==> config.mk <==
export PLATFORM = sky130hd
export DESIGN_NAME = vector_rotation_pio_irq
export DESIGN_NICKNAME = d
export VERILOG_FILES = /design/src/verilog/vector_rotation_pio_irq_pkg.sv /design/src/verilog/vector_rotation_pio_irq.sv
export SDC_FILE = /design/constraint.sdc
export NUM_CORES = 2
export LEC_CHECK = 0
export ABC_AREA = 1
export ABC_CLOCK_PERIOD_IN_PS = 12600
export BUFFER_PORTS_ARGS = -buffer_cell sky130_fd_sc_hd__buf_2
export CORE_MARGIN = 8
export CORE_UTILIZATION = 40
export CTS_CLUSTER_DIAMETER = 100
export DETAILED_ROUTE_END_ITERATION = 7
export PLACE_DENSITY = 0.66
export SETUP_SLACK_MARGIN = 0.2
export SYNTH_ARGS = -nofsm -noshare
export SYNTH_HDL_FRONTEND = slang
export SYNTH_SLANG_ARGS = --single-unit
==> constraint.sdc <==
create_clock -name clk -period 12.6 [get_ports clk]
set_clock_uncertainty 0.2 [all_clocks]
set_input_delay 2.52 -clock clk [delete_from_list [all_inputs] [get_ports clk]]
set_output_delay 2.52 -clock clk [all_outputs]
set_load 0.1 [all_outputs]
==> src/verilog/vector_rotation_pio_irq_pkg.sv <==
package vector_rotation_pio_irq_pkg;

	// data path widths
	localparam int DW    = 12;           // register width
	localparam int AW    = 4;            // address lines
	localparam int PINS  = 6;            // port pins
	localparam int GUARD = 2;            // fraction guard bits inside
	localparam int IW    = 18;           // internal vector width
	localparam int ZW    = 16;           // internal angle width
	localparam int KW    = 17;           // constant coefficient width
	localparam int KFRAC = 15;           // coefficient fraction bits
	localparam int CW    = 6;            // sequence counter width

	// register addresses
	localparam logic [AW-1:0] ADDR_CONTROL   = 4'h0;
	localparam logic [AW-1:0] ADDR_STATUS    = 4'h1;
	localparam logic [AW-1:0] ADDR_PORT_CTRL = 4'h2;
	localparam logic [AW-1:0] ADDR_PORT_DATA = 4'h3;
	localparam logic [AW-1:0] ADDR_PHASE_ONE = 4'h4; // rd phase_voltage_one
	localparam logic [AW-1:0] ADDR_PHASE_TWO = 4'h5; // rd phase_voltage_two
	localparam logic [AW-1:0] ADDR_PHASE_THR = 4'h6; // rd phase_voltage_three
	localparam logic [AW-1:0] ADDR_REV_ANGLE = 4'h7;
	localparam logic [AW-1:0] ADDR_FWD_ANGLE = 4'h8;
	localparam logic [AW-1:0] ADDR_DIRECT_V  = 4'h9; // rd flux_current
	localparam logic [AW-1:0] ADDR_QUAD_V    = 4'ha; // rd torque_current
	localparam logic [AW-1:0] ADDR_CURRENT_X = 4'hb;
	localparam logic [AW-1:0] ADDR_CURRENT_Y = 4'hc;
	localparam logic [AW-1:0] ADDR_VOLTAGE_X = 4'hd;
	localparam logic [AW-1:0] ADDR_VOLTAGE_Y = 4'he;

	// control and status bit positions
	localparam int CTL_VT_IRQ_EN  = 6;
	localparam int CTL_ADC_IRQ_EN = 7;
	localparam int CTL_LEVEL_MODE = 8;
	localparam int CTL_THREE_PH   = 10;
	localparam int ST_ADC         = 0;
	localparam int ST_VT          = 1;
	localparam int ST_PIO         = 2;
	localparam int ST_ANY         = 11;
	localparam int PIO_EN_LSB     = 6;

	// reset values
	localparam logic [DW-1:0] REG_RESET = 12'h000;

	// transformation timing, in system clock cycles
	localparam logic [CW-1:0] REV_CYCLES = 6'h25; // 37
	localparam logic [CW-1:0] FWD_CYCLES = 6'h28; // 40
	localparam logic [CW-1:0] STEP_LOAD  = 6'h00;
	localparam logic [CW-1:0] STEP_PRE   = 6'h01;
	localparam logic [CW-1:0] STEP_ITER  = 6'h02;
	localparam logic [CW-1:0] STEP_GAIN  = 6'h0e; // after 12 iterations

	// fixed point constants, q15
	localparam logic signed [KW-1:0] K_GAIN      = 17'sh04dba; // 0.60725
	localparam logic signed [KW-1:0] K_INV_SQRT3 = 17'sh049e7; // 0.57735
	localparam logic signed [KW-1:0] K_HALF_SQ3  = 17'sh06ed9; // 0.86603
	localparam logic signed [IW-1:0] SAT_MAX     = 18'sh007ff;
	localparam logic signed [IW-1:0] SAT_MIN     = 18'sh3f800;
	localparam logic [ZW-1:0]        Z_HALF      = 16'h8000;
	localparam logic [ZW-DW-1:0]     Z_PAD       = 4'h0;

	typedef enum logic [1:0] {VT_IDLE, VT_REV, VT_FWD} vt_state_t;

	// arctangent of 2^-i in units of 2^16 per turn
	function automatic logic [ZW-1:0] atan_step(input logic [3:0] i);
		case (i)
			4'h0:    return 16'h2000;
			4'h1:    return 16'h12e4;
			4'h2:    return 16'h09fb;
			4'h3:    return 16'h0511;
			4'h4:    return 16'h028b;
			4'h5:    return 16'h0146;
			4'h6:    return 16'h00a3;
			4'h7:    return 16'h0051;
			4'h8:    return 16'h0029;
			4'h9:    return 16'h0014;
			4'ha:    return 16'h000a;
			default: return 16'h0005;
		endcase
	endfunction

endpackage

==> src/verilog/vector_rotation_pio_irq.sv <==
`timescale 1ns/1ps
// Function
// - reverse angle write starts reverse transformation
// - bit 10 clear: phase one derived
// - reverse results valid 37 cycles later
// - bit 6 enables transformation done event
// - reverse Clarke fills current x and y
// - reverse Park gives flux and torque currents
// - sine and cosine made internally from angle
// - forward needs voltages and angle write, not bit 10
// - forward results valid 40 cycles later
// - forward Park gives voltage x and y
// - forward Clarke gives three phase voltages
// - port control low bits set direction
// - port control high bits enable pin events
// - reset makes pins inputs, events off
// - port data low six bits, rest zero
// - enabled input pin change raises event
// - bit 7 converter, bit 6 transform enables
// - status bit 11 plus source bit set
// - status read clears the four bits
// - request pulse in edge, held in level
// - data twos complement, angles fraction of turn
// - register captured on write strobe rising
module vector_rotation_pio_irq (
	input  wire logic        clk,
	input  wire logic        rst_n,
	input  wire logic        ce,
	input  wire logic        cs_n,
	input  wire logic        rd_n,
	input  wire logic        wr_n,
	input  wire logic [3:0]  addr,
	input  wire logic [11:0] data_in,
	output logic      [11:0] data_out,
	output logic             data_oe,
	input  wire logic [5:0]  pin_in,
	output logic      [5:0]  pin_out,
	output logic      [5:0]  pin_oe,
	input  wire logic        adc_eoc,
	output logic             irq_n_out,
	output logic             irq_oe
);

	localparam int DW = vector_rotation_pio_irq_pkg::DW;
	localparam int IW = vector_rotation_pio_irq_pkg::IW;
	localparam int ZW = vector_rotation_pio_irq_pkg::ZW;
	localparam int KW = vector_rotation_pio_irq_pkg::KW;
	localparam int CW = vector_rotation_pio_irq_pkg::CW;
	localparam int PINS = vector_rotation_pio_irq_pkg::PINS;
	localparam int GUARD = vector_rotation_pio_irq_pkg::GUARD;

	// sign extend a register value and add guard bits
	function automatic logic signed [IW-1:0] ext(input logic [DW-1:0] d);
		return {{(IW-DW-GUARD){d[DW-1]}}, d, {GUARD{1'b0}}};
	endfunction

	// multiply by a q15 constant
	function automatic logic signed [IW-1:0] mulk(
		input logic signed [IW-1:0] a,
		input logic signed [KW-1:0] k);
		logic signed [IW+KW-1:0] p;
		p = a * k;
		p = p >>> vector_rotation_pio_irq_pkg::KFRAC;
		return p[IW-1:0];
	endfunction

	// drop guard bits and clamp to register range
	function automatic logic [DW-1:0] sat(input logic signed [IW-1:0] v);
		logic signed [IW-1:0] s;
		s = v >>> GUARD;
		if (s > vector_rotation_pio_irq_pkg::SAT_MAX)
			s = vector_rotation_pio_irq_pkg::SAT_MAX;
		else if (s < vector_rotation_pio_irq_pkg::SAT_MIN)
			s = vector_rotation_pio_irq_pkg::SAT_MIN;
		return s[DW-1:0];
	endfunction

	logic            wr_n_ff;
	logic            cs_n_ff;
	logic [3:0]      addr_ff;
	logic [DW-1:0]   wdata_ff;
	logic            wr_take;
	logic            rd_stat;
	logic            rd_stat_ff;
	logic            stat_clr;
	logic [DW-1:0]   ctrl_ff;
	logic [DW-1:0]   pctrl_ff;
	logic [PINS-1:0] pout_ff;
	logic [PINS-1:0] pin_prev_ff;
	logic [PINS-1:0] pin_chg;
	logic [PINS-1:0] pin_rd;
	logic [DW-1:0]   ph_cur1_ff;
	logic [DW-1:0]   ph_cur2_ff;
	logic [DW-1:0]   ph_cur3_ff;
	logic [DW-1:0]   rev_angle_ff;
	logic [DW-1:0]   fwd_angle_ff;
	logic [DW-1:0]   dir_volt_ff;
	logic [DW-1:0]   quad_volt_ff;
	logic [DW-1:0]   cur_x_ff;
	logic [DW-1:0]   cur_y_ff;
	logic [DW-1:0]   flux_ff;
	logic [DW-1:0]   torque_ff;
	logic [DW-1:0]   volt_x_ff;
	logic [DW-1:0]   volt_y_ff;
	logic [DW-1:0]   ph_volt1_ff;
	logic [DW-1:0]   ph_volt2_ff;
	logic [DW-1:0]   ph_volt3_ff;
	logic [DW-1:0]   nxt_rdata;
	logic [DW-1:0]   rdata_ff;

	vector_rotation_pio_irq_pkg::vt_state_t state_ff;
	logic [CW-1:0]          cnt_ff;
	logic [CW-1:0]          it_full;
	logic signed [IW-1:0]   x_ff;
	logic signed [IW-1:0]   y_ff;
	logic signed [ZW-1:0]   z_ff;
	logic signed [IW-1:0]   cx_ff;
	logic signed [IW-1:0]   cy_ff;
	logic signed [IW-1:0]   rev_x;
	logic signed [IW-1:0]   rev_y;
	logic signed [IW-1:0]   x_sh;
	logic signed [IW-1:0]   y_sh;
	logic signed [IW-1:0]   half_x;
	logic signed [IW-1:0]   k_y;
	logic [CW-1:0]          last_step;
	logic                   busy;
	logic                   vt_done;

	logic adc_evt;
	logic vt_evt;
	logic pio_evt;
	logic any_evt;
	logic st_adc_ff;
	logic st_vt_ff;
	logic st_pio_ff;
	logic st_any_ff;
	logic edge_ff;

	// sample the host strobes, address and data
	always_ff @(posedge clk)
	begin
		if (!rst_n)
		begin
			wr_n_ff  <= 1'b1;
			cs_n_ff  <= 1'b1;
			addr_ff  <= 4'h0;
			wdata_ff <= vector_rotation_pio_irq_pkg::REG_RESET;
		end
		else if (ce)
		begin
			wr_n_ff  <= wr_n;
			cs_n_ff  <= cs_n;
			addr_ff  <= addr;
			wdata_ff <= data_in;
		end
	end

	// write taken on the rising edge of the write strobe
	assign wr_take = ce & wr_n & ~wr_n_ff & ~cs_n_ff;

	// control and port configuration registers
	always_ff @(posedge clk)
	begin
		if (!rst_n)
		begin
			ctrl_ff  <= vector_rotation_pio_irq_pkg::REG_RESET;
			pctrl_ff <= vector_rotation_pio_irq_pkg::REG_RESET;
			pout_ff  <= '0;
		end
		else if (wr_take)
		begin
			if (addr_ff == vector_rotation_pio_irq_pkg::ADDR_CONTROL)
				ctrl_ff <= wdata_ff;
			if (addr_ff == vector_rotation_pio_irq_pkg::ADDR_PORT_CTRL)
				pctrl_ff <= wdata_ff;
			// only output pins take written data
			if (addr_ff == vector_rotation_pio_irq_pkg::ADDR_PORT_DATA)
				pout_ff <= (pout_ff & ~pctrl_ff[PINS-1:0])
					| (wdata_ff[PINS-1:0] & pctrl_ff[PINS-1:0]);
		end
	end

	// transformation input registers
	always_ff @(posedge clk)
	begin
		if (!rst_n)
		begin
			ph_cur1_ff   <= vector_rotation_pio_irq_pkg::REG_RESET;
			ph_cur2_ff   <= vector_rotation_pio_irq_pkg::REG_RESET;
			ph_cur3_ff   <= vector_rotation_pio_irq_pkg::REG_RESET;
			rev_angle_ff <= vector_rotation_pio_irq_pkg::REG_RESET;
			fwd_angle_ff <= vector_rotation_pio_irq_pkg::REG_RESET;
			dir_volt_ff  <= vector_rotation_pio_irq_pkg::REG_RESET;
			quad_volt_ff <= vector_rotation_pio_irq_pkg::REG_RESET;
		end
		else if (wr_take)
		begin
			case (addr_ff)
				vector_rotation_pio_irq_pkg::ADDR_PHASE_ONE: ph_cur1_ff <= wdata_ff;
				vector_rotation_pio_irq_pkg::ADDR_PHASE_TWO: ph_cur2_ff <= wdata_ff;
				vector_rotation_pio_irq_pkg::ADDR_PHASE_THR: ph_cur3_ff <= wdata_ff;
				vector_rotation_pio_irq_pkg::ADDR_REV_ANGLE: rev_angle_ff <= wdata_ff;
				vector_rotation_pio_irq_pkg::ADDR_FWD_ANGLE: fwd_angle_ff <= wdata_ff;
				vector_rotation_pio_irq_pkg::ADDR_DIRECT_V:  dir_volt_ff <= wdata_ff;
				vector_rotation_pio_irq_pkg::ADDR_QUAD_V:    quad_volt_ff <= wdata_ff;
				default: ;
			endcase
		end
	end

	// reverse Clarke terms and rotation step operands
	assign rev_x = ctrl_ff[vector_rotation_pio_irq_pkg::CTL_THREE_PH]
		? ext(ph_cur1_ff)
		: -(ext(ph_cur2_ff) + ext(ph_cur3_ff));
	assign rev_y = mulk(ext(ph_cur3_ff) - ext(ph_cur2_ff),
		vector_rotation_pio_irq_pkg::K_INV_SQRT3);
	assign it_full = cnt_ff - vector_rotation_pio_irq_pkg::STEP_ITER;
	assign x_sh = x_ff >>> it_full[3:0];
	assign y_sh = y_ff >>> it_full[3:0];
	assign half_x = x_ff >>> 1;
	assign k_y = mulk(y_ff, vector_rotation_pio_irq_pkg::K_HALF_SQ3);
	assign busy = (state_ff != vector_rotation_pio_irq_pkg::VT_IDLE);
	assign last_step = (state_ff == vector_rotation_pio_irq_pkg::VT_REV)
		? vector_rotation_pio_irq_pkg::REV_CYCLES - 6'h01
		: vector_rotation_pio_irq_pkg::FWD_CYCLES - 6'h01;
	assign vt_done = ce & busy & (cnt_ff == last_step);

	// sequencer: load, fold into half plane, rotate, remove gain
	always_ff @(posedge clk)
	begin
		if (!rst_n)
		begin
			state_ff <= vector_rotation_pio_irq_pkg::VT_IDLE;
			cnt_ff   <= '0;
			x_ff     <= '0;
			y_ff     <= '0;
			z_ff     <= '0;
			cx_ff    <= '0;
			cy_ff    <= '0;
		end
		else if (ce)
		begin
			case (state_ff)
				vector_rotation_pio_irq_pkg::VT_IDLE:
				begin
					cnt_ff <= '0;
					if (wr_take && addr_ff == vector_rotation_pio_irq_pkg::ADDR_REV_ANGLE)
						state_ff <= vector_rotation_pio_irq_pkg::VT_REV;
					else if (wr_take
						&& addr_ff == vector_rotation_pio_irq_pkg::ADDR_FWD_ANGLE)
						state_ff <= vector_rotation_pio_irq_pkg::VT_FWD;
				end
				vector_rotation_pio_irq_pkg::VT_REV,
				vector_rotation_pio_irq_pkg::VT_FWD:
				begin
					cnt_ff <= cnt_ff + 6'h01;
					if (cnt_ff == last_step)
						state_ff <= vector_rotation_pio_irq_pkg::VT_IDLE;
					if (cnt_ff == vector_rotation_pio_irq_pkg::STEP_LOAD)
					begin
						// reverse rotates by minus the angle, forward by plus
						if (state_ff == vector_rotation_pio_irq_pkg::VT_REV)
						begin
							x_ff  <= rev_x;
							y_ff  <= rev_y;
							cx_ff <= rev_x;
							cy_ff <= rev_y;
							z_ff  <= -{rev_angle_ff, vector_rotation_pio_irq_pkg::Z_PAD};
						end
						else
						begin
							x_ff <= ext(dir_volt_ff);
							y_ff <= ext(quad_volt_ff);
							z_ff <= {fwd_angle_ff, vector_rotation_pio_irq_pkg::Z_PAD};
						end
					end
					else if (cnt_ff == vector_rotation_pio_irq_pkg::STEP_PRE)
					begin
						// angles beyond a quarter turn: rotate half a turn first
						if (z_ff[ZW-1] != z_ff[ZW-2])
						begin
							x_ff <= -x_ff;
							y_ff <= -y_ff;
							z_ff <= z_ff + vector_rotation_pio_irq_pkg::Z_HALF;
						end
					end
					else if (cnt_ff < vector_rotation_pio_irq_pkg::STEP_GAIN)
					begin
						// shift-add rotation; sine and cosine never stored
						if (!z_ff[ZW-1])
						begin
							x_ff <= x_ff - y_sh;
							y_ff <= y_ff + x_sh;
							z_ff <= z_ff - vector_rotation_pio_irq_pkg::atan_step(it_full[3:0]);
						end
						else
						begin
							x_ff <= x_ff + y_sh;
							y_ff <= y_ff - x_sh;
							z_ff <= z_ff + vector_rotation_pio_irq_pkg::atan_step(it_full[3:0]);
						end
					end
					else if (cnt_ff == vector_rotation_pio_irq_pkg::STEP_GAIN)
					begin
						x_ff <= mulk(x_ff, vector_rotation_pio_irq_pkg::K_GAIN);
						y_ff <= mulk(y_ff, vector_rotation_pio_irq_pkg::K_GAIN);
					end
				end
				default: state_ff <= vector_rotation_pio_irq_pkg::VT_IDLE;
			endcase
		end
	end

	// result registers, loaded on the completion cycle only
	always_ff @(posedge clk)
	begin
		if (!rst_n)
		begin
			cur_x_ff    <= vector_rotation_pio_irq_pkg::REG_RESET;
			cur_y_ff    <= vector_rotation_pio_irq_pkg::REG_RESET;
			flux_ff     <= vector_rotation_pio_irq_pkg::REG_RESET;
			torque_ff   <= vector_rotation_pio_irq_pkg::REG_RESET;
			volt_x_ff   <= vector_rotation_pio_irq_pkg::REG_RESET;
			volt_y_ff   <= vector_rotation_pio_irq_pkg::REG_RESET;
			ph_volt1_ff <= vector_rotation_pio_irq_pkg::REG_RESET;
			ph_volt2_ff <= vector_rotation_pio_irq_pkg::REG_RESET;
			ph_volt3_ff <= vector_rotation_pio_irq_pkg::REG_RESET;
		end
		else if (vt_done && state_ff == vector_rotation_pio_irq_pkg::VT_REV)
		begin
			cur_x_ff  <= sat(cx_ff);
			cur_y_ff  <= sat(cy_ff);
			flux_ff   <= sat(x_ff);
			torque_ff <= sat(y_ff);
		end
		else if (vt_done)
		begin
			volt_x_ff   <= sat(x_ff);
			volt_y_ff   <= sat(y_ff);
			ph_volt1_ff <= sat(x_ff);
			ph_volt2_ff <= sat(-half_x - k_y);
			ph_volt3_ff <= sat(-half_x + k_y);
		end
	end

	// per pin change detect and read value
	genvar g;
	generate
		for (g = 0; g < PINS; g++)
		begin : g_pin
			assign pin_chg[g] = ~pctrl_ff[g]
				& pctrl_ff[vector_rotation_pio_irq_pkg::PIO_EN_LSB + g]
				& (pin_in[g] ^ pin_prev_ff[g]);
			assign pin_rd[g] = pctrl_ff[g] ? pout_ff[g] : pin_in[g];
		end
	endgenerate

	// previous pin levels
	always_ff @(posedge clk)
	begin
		if (!rst_n)
			pin_prev_ff <= '0;
		else if (ce)
			pin_prev_ff <= pin_in;
	end

	assign pin_out = pout_ff;
	assign pin_oe  = pctrl_ff[PINS-1:0];

	// interrupt events and end of status read
	assign adc_evt = ce & adc_eoc
		& ctrl_ff[vector_rotation_pio_irq_pkg::CTL_ADC_IRQ_EN];
	assign vt_evt = vt_done
		& ctrl_ff[vector_rotation_pio_irq_pkg::CTL_VT_IRQ_EN];
	assign pio_evt = ce & (|pin_chg);
	assign any_evt = adc_evt | vt_evt | pio_evt;
	assign rd_stat = ~cs_n & ~rd_n
		& (addr == vector_rotation_pio_irq_pkg::ADDR_STATUS);
	assign stat_clr = ce & rd_stat_ff & ~rd_stat;

	// sticky status bits, a new event beats the read clear
	always_ff @(posedge clk)
	begin
		if (!rst_n)
		begin
			rd_stat_ff <= 1'b0;
			st_adc_ff  <= 1'b0;
			st_vt_ff   <= 1'b0;
			st_pio_ff  <= 1'b0;
			st_any_ff  <= 1'b0;
			edge_ff    <= 1'b0;
		end
		else if (ce)
		begin
			rd_stat_ff <= rd_stat;
			st_adc_ff  <= adc_evt | (st_adc_ff & ~stat_clr);
			st_vt_ff   <= vt_evt | (st_vt_ff & ~stat_clr);
			st_pio_ff  <= pio_evt | (st_pio_ff & ~stat_clr);
			st_any_ff  <= any_evt | (st_any_ff & ~stat_clr);
			edge_ff    <= any_evt;
		end
	end

	// open drain request: one cycle pulse or held until status read
	assign irq_n_out = 1'b0;
	assign irq_oe = ctrl_ff[vector_rotation_pio_irq_pkg::CTL_LEVEL_MODE]
		? st_any_ff : edge_ff;

	// read data select
	always_comb
	begin
		nxt_rdata = '0;
		case (addr)
			vector_rotation_pio_irq_pkg::ADDR_CONTROL:   nxt_rdata = ctrl_ff;
			vector_rotation_pio_irq_pkg::ADDR_STATUS:
			begin
				nxt_rdata[vector_rotation_pio_irq_pkg::ST_ADC] = st_adc_ff;
				nxt_rdata[vector_rotation_pio_irq_pkg::ST_VT]  = st_vt_ff;
				nxt_rdata[vector_rotation_pio_irq_pkg::ST_PIO] = st_pio_ff;
				nxt_rdata[vector_rotation_pio_irq_pkg::ST_ANY] = st_any_ff;
			end
			vector_rotation_pio_irq_pkg::ADDR_PORT_CTRL: nxt_rdata = pctrl_ff;
			vector_rotation_pio_irq_pkg::ADDR_PORT_DATA:
				nxt_rdata[PINS-1:0] = pin_rd;
			vector_rotation_pio_irq_pkg::ADDR_PHASE_ONE: nxt_rdata = ph_volt1_ff;
			vector_rotation_pio_irq_pkg::ADDR_PHASE_TWO: nxt_rdata = ph_volt2_ff;
			vector_rotation_pio_irq_pkg::ADDR_PHASE_THR: nxt_rdata = ph_volt3_ff;
			vector_rotation_pio_irq_pkg::ADDR_REV_ANGLE: nxt_rdata = rev_angle_ff;
			vector_rotation_pio_irq_pkg::ADDR_FWD_ANGLE: nxt_rdata = fwd_angle_ff;
			vector_rotation_pio_irq_pkg::ADDR_DIRECT_V:  nxt_rdata = flux_ff;
			vector_rotation_pio_irq_pkg::ADDR_QUAD_V:    nxt_rdata = torque_ff;
			vector_rotation_pio_irq_pkg::ADDR_CURRENT_X: nxt_rdata = cur_x_ff;
			vector_rotation_pio_irq_pkg::ADDR_CURRENT_Y: nxt_rdata = cur_y_ff;
			vector_rotation_pio_irq_pkg::ADDR_VOLTAGE_X: nxt_rdata = volt_x_ff;
			vector_rotation_pio_irq_pkg::ADDR_VOLTAGE_Y: nxt_rdata = volt_y_ff;
			default:                                     nxt_rdata = '0;
		endcase
	end

	// registered read data
	always_ff @(posedge clk)
	begin
		if (!rst_n)
			rdata_ff <= vector_rotation_pio_irq_pkg::REG_RESET;
		else if (ce)
			rdata_ff <= nxt_rdata;
	end

	assign data_out = rdata_ff;
	assign data_oe  = ~cs_n & ~rd_n;

endmodule // vector_rotation_pio_irq

# == Word-level counts from Yosys, hierarchy flattened ==
# Memories as Yosys holds them, arrays and structs flattened.
# Cells that the tools add are included.
# totals
mem_count,2
in_bits,29
wordCells,260
romBits,448
ff_bits,346
# memory_table
memory,depth,width,read_ports,rd_clocked_by_memory_dff,wr,line_no,source
(no name shown),16,14,1,0,0,vector_rotation_pio_irq_pkg.sv:66,case (i)
(no name shown),16,14,1,0,0,vector_rotation_pio_irq_pkg.sv:66,
# op_classes
n_mux,64
n_shift,2
add_sub_neg,18
eq_ne,32
order_cmp,13
n_mul,4
n_reduce_logical,30
bitwise_logic,58
# op_table
cell,n
$mux 16,20
$mux 18,15
$mux 12,12
$gt 16x12->1 const B,5
$lt 16x12->1 const B,5
$mul 18x15->32 const B,2
$pmux 5 s12,1
$add 18x18->18,3
$sub 18x18->18,3
$pmux 3 s14,1
$eq 4x4->1 const B,10
$pmux 3 s13,1
$neg 18->18,2
$sshr 18x4->18,2
$mul 18x16->33 const B,1
$eq 4x3->1 const B,8
$mul 15x16->31 const B,1
$and 1x1->1,29
$reduce_and 2->1,12
$neg 15->18,1
$neg 17->18,1
$add 16x16->16,1
$add 16x16->16 const B,1
$eq 4x2->1 const B,4
other kinds (41),80

# == Logic depth before layout (Yosys ltp) ==
# An unclocked memory read counts as a cell.
# logic_depth
depth_word,14
depth_mapped,45
depth_no_buf,43

# == Least setup slack after synthesis ==
# OpenSTA, ideal clock, no wires.
# synth_path
path_type,register -> register
startpoint,register y_ff[17]
endpoint,register ph_volt2_ff[5]
n_path_buf,2
path_stages_with_launch,37
synth_period_minus_slack_ns,8.442
t_required_ns,12.278
slack_ns,4.158
arrival_time_ns,8.120
setup_ns,0.122
path_cell_list,dfxtp_1 -> clkinv_1 -> ha_1 -> xnor2_1 -> xor2_1 -> inv_1 -> fa_1 -> fa_1 -> fa_1 -> inv_1 -> fa_1 -> inv_1 -> ha_1 -> nand2_1 -> nor2_1 -> inv_1 -> o21bai_1 -> a21oi_1 -> or2_1 -> nand2_1 -> nand2_1 -> nand2_1 -> inv_1 -> ha_1 -> buf_2 -> inv_1 -> nand3_1 -> nor2_1 -> a2111oi_0 -> nand2_1 -> nand2_1 -> nand2_1 -> nand2_1 -> nand2_4 -> buf_12 -> nand2_2 -> a21oi_2
# synth_via
elab_chain_cells,5
elab_cells_between_ends,6
classes_between,add/sub (1); mul (1); order compare (2); mux (2)
# synth_lines
element,line_no,source
start: declaration,vector_rotation_pio_irq.sv:115,logic signed [IW-1:0] y_ff;
start signal: assignment,vector_rotation_pio_irq.sv:265,y_ff <= rev_y;
start signal: assignment,vector_rotation_pio_irq.sv:273,y_ff <= ext(quad_volt_ff);
start signal: assignment,vector_rotation_pio_irq.sv:283,y_ff <= -y_ff;
$mul 18x16->33 *,vector_rotation_pio_irq.sv:62,p = a * k;
$sub 18x18->18 *,vector_rotation_pio_irq.sv:341,ph_volt2_ff <= sat(-half_x - k_y);
$lt 16x12->1,vector_rotation_pio_irq.sv:73,else if (s < vector_rotation_pio_irq_pkg::SAT_MIN)
$mux 12,vector_rotation_pio_irq.sv:73,
$mux 12 *,vector_rotation_pio_irq.sv:71,if (s > vector_rotation_pio_irq_pkg::SAT_MAX)
end signal: assignment,vector_rotation_pio_irq.sv:326,ph_volt2_ff <= vector_rotation_pio_irq_pkg::REG_RESET;
end signal: assignment,vector_rotation_pio_irq.sv:341,
end: declaration,vector_rotation_pio_irq.sv:106,logic [DW-1:0] ph_volt2_ff;
# Every way passes the cells marked *; elsewhere a longest branch is shown, timed or not.
# A chain may end at the register's enable or synchronous reset.

# == Worst setup path after layout ==
# layout_path
startpoint,register y_ff[5]
endpoint,register ph_volt2_ff[0]
# Same word-level chain as after synthesis.

==> summary.txt <==
Pwr
  • Max VDD drop: between 0.1 and 0.15 mV
  • Sw Ratio: 53.27%
  • Seq pwr share: between 15 and 20%
  • Sw power: between 3000 and 4000 uW
  • Static Leak: approximately 0.025 uW
  • Clock power share: 16.8%
  • Power Density: approximately 150 nW/um^2
  • Gate power share: about 67%
  • Cell Int Power: 3421 uW

Logic synthesis
  • Top_reg_cell synth: dfxtp_1
  • Top cells by count, synth: inv_1 (1092), nand2_1 (948), ha_1 (598)
  • Post-synth EDFFs: 0
  • Post-Syn Instances: about 6000
  • Async S/R FF share, synth: 0%
  • Post-synth top area cell: fa_1
  • Syn Std Cell Area: about 45000 um^2
  • Synth Warn #: 0
  • Sequential share of the synthesized area: 15.34%
  • Yosys top cell area share: a little under a fifth
  • Synth area leaders: fa_1 (19%), ha_1 (17%), dfxtp_1 (15%), inv_1 (9.2%), nand2_1 (8.0%)
  • Syn Nets: 7072
  • Top-count cell post-synth: inv_1
  • Avg Cell Area, Syn: between 7 and 8 um^2
  • FF+latch count, synth: between 300 and 400
  • Yosys cell types: 71

Clock network
  • Worst-Skew Late Latency: approximately 590 ps
  • Clock buffer depth: 3
  • Post-CTS setup buffer count: 0
  • TritonCTS clock tree: built
  • CTS resizes: 0
  • Clock slew at reported path FFs: around 60 ps
  • CTS Buf Count: 40
  • H-Tree Depth: 2
  • CTS Sinks: 342
  • Clk Tree Root Cell: clkbuf_16
  • CTS Hold Bufs: 0

Global routing
  • Global-route total usage across every layer: a little under a quarter
  • Initial antenna violation count: 1
  • Gr ovfl total: 0
  • First-pass GRT wire length: between 200000 and 250000 um
  • Largest net degree at the start of global routing: ~130
  • Vias in the first global route: 39440

Drt
  • Vias per std cell: 5.362
  • Top Metal Used: met4
  • Met2 Wirelength: about 66000 um
  • DRC: 0
  • Via count: between 40000 and 50000
  • TritonRoute pass-1 iters: 6
  • Met3 wire len: 10380 um
  • DRT iter0 DRCs: around 3500
  • Wl on met1: between 60000 and 70000 um
  • Final antenna-violating net count: 0
  • Final wirelength: roughly 150000 um
  • Wire length per cell: roughly 19 um

Critical path
  • Data arrival, critical path: between 9000 and 10000 ps
  • Critical path data required time: approximately 13000 ps
  • Crit Path Category: flop to flop
  • Crit-path max FO: 11
  • Slowest-stage cell, CP: dfxtp_1
  • Startpoint type of the worst setup path: flop
  • Cell mode on critical path: nand2_1
  • Crit path largest cell delay: around 730 ps
  • Setup crit end kind: flop

STA
  • Worst-margin pin slew: between 1000 and 1500 ps
  • FMAX: 107.2 MHz
  • Tmin final: between 9000 and 10000 ps
  • Slew HR: between 10% and 20%
  • RSZ-0062 raised after global routing: false
  • Final Hold Vio Count: 0
  • Slew Limit Fails: 0
  • Setup violators final: 0
  • Post-route clock period utilization: 74.01%
  • Setup TNS: 0 ps

Floorplanning
  • Die Y: roughly 350 um
  • Ports: between 50 and 60
  • Chip Width: 350.0 um
  • Die area: ~120000 um^2
  • Row cnt: approximately 120
  • Area of the core: between 100000 and 150000 um^2
  • Starting Density: about two fifths

Min path
  • Worst hold path class: flop to flop

Placed design
  • DP Area: around 46000 um^2
  • GPL Wtd Cong: ~0.95
  • Post-DP HPWL: 117200 um
  • Input/output buffers: 54

Final layout
  • Area grow syn2layout: 6.571%
  • Share of cells above drive strength 1: under 10%
  • # diodes: 0
  • Design Area, Final: about 48000 um^2
  • Nets: roughly 7000

Run status
  • Status: finished clean

Flow run
  • Max-Cap Viols: 0
-- critical path: cells and delay by family (launching register included) --
kind	cells	cell delay (ps)
compound gates	7	2260
fa+ha+maj	8	3640
buf+inv	6	760
flops	1	730
simple gates	13	1580
-- final timing paths --
kind / depth (start not counted) / from / end / slack (ps)
max: 34 / y_ff[5]$_SDFFE_PN0P_ / ph_volt2_ff[0]$_SDFFE_PN0P_ / 3270
min: 2 / cur_x_ff[8]$_SDFFE_PN0P_ / cur_x_ff[8]$_SDFFE_PN0P_ / 250
max reg2reg: 34 / y_ff[5]$_SDFFE_PN0P_ / ph_volt2_ff[0]$_SDFFE_PN0P_ / 3270
min reg2reg: 2 / cur_x_ff[8]$_SDFFE_PN0P_ / cur_x_ff[8]$_SDFFE_PN0P_ / 250
-- cell type report --
| type | instances | area, um^2 |
|---|---|---|
| flip-flops and latches | 342 | 6849 |
| repair buffers | 98 | 606.8 |
| clock buffers | 51 | 1092 |
| clock inverters | 23 | 286.5 |
| well taps | 1488 | 1862 |
| fillers | 11320 | 63110 |
| inverters | 1115 | 4188 |
| multi-input cells | 4358 | 32680 |
-- metrics by stage --
| step | setup WS, ps | util, % | std cells | power [uW] | hold WS [ps] |
|---|---|---|---|---|---|
| 5_1_grt | 2625 | 42.98 | 7475 | 7981 | 273.7 |
| 3_3_place_gp | 3496 | 41.73 | 7401 | 6039 | 236.2 |
| 3_5_place_dp | 3371 | 41.73 | 7401 | 6067 | 243.2 |
| 6_report | 3275 | 42.98 | 7475 | 7320 | 250.8 |
| 2_1_floorplan | 4158 | - | 6023 | 4790 | 221.6 |
| 4_1_cts | 3351 | 42.98 | 7475 | 7315 | 252.7 |
-- metal layers --
metal  global-route usage (%)  vias up
met1                    31.33    19080
li1                         -    19330
met2                    37.76     1421
met5                        0        -
met4                    8.591        0
met3                    3.313      257
-- power by group through the flow --
stage	clock network (uW)	registers, uW	logic, uW
2_1_floorplan	0	1170	3620
6_report	1230	1190	4900
3_3_place_gp	0	1200	4840
4_1_cts	1240	1180	4890
5_1_grt	1290	1190	5500
3_5_place_dp	0	1200	4860
-- cells in the final DEF (no fill, tap or decap), types with 53 or more instances in the layout --
cell,count
o21ai_0,516
nor2_1,409
a21oi_1,537
xor2_1,134
ha_1,598
fa_1,422
dfxtp_1,340
buf_2,53
nand3_1,286
inv_1,1092
nand2_1,948
-- logic make-up (layout without fill, tap and decap cells) --
group           Yosys count  in the layout  synth area share (%)
flops                   342            342                 15.34
compound gates         1331           1331                 16.61
buf+inv                1323           1287                 11.49
other cells               1              1              0.008402
xor+xnor                176            176                 3.538
fa+ha+maj              1020           1020                 35.69
mux                       2              2               0.04486
simple gates           1828           1828                 17.27
-- sequential cells by signal, indices dropped and copies added (netlist names), 14 cells and up, named ones only --
name   count
cx_ff     16
cy_ff     14
x_ff      18
y_ff      18
z_ff      16
Power figures use the tool's default switching activity.
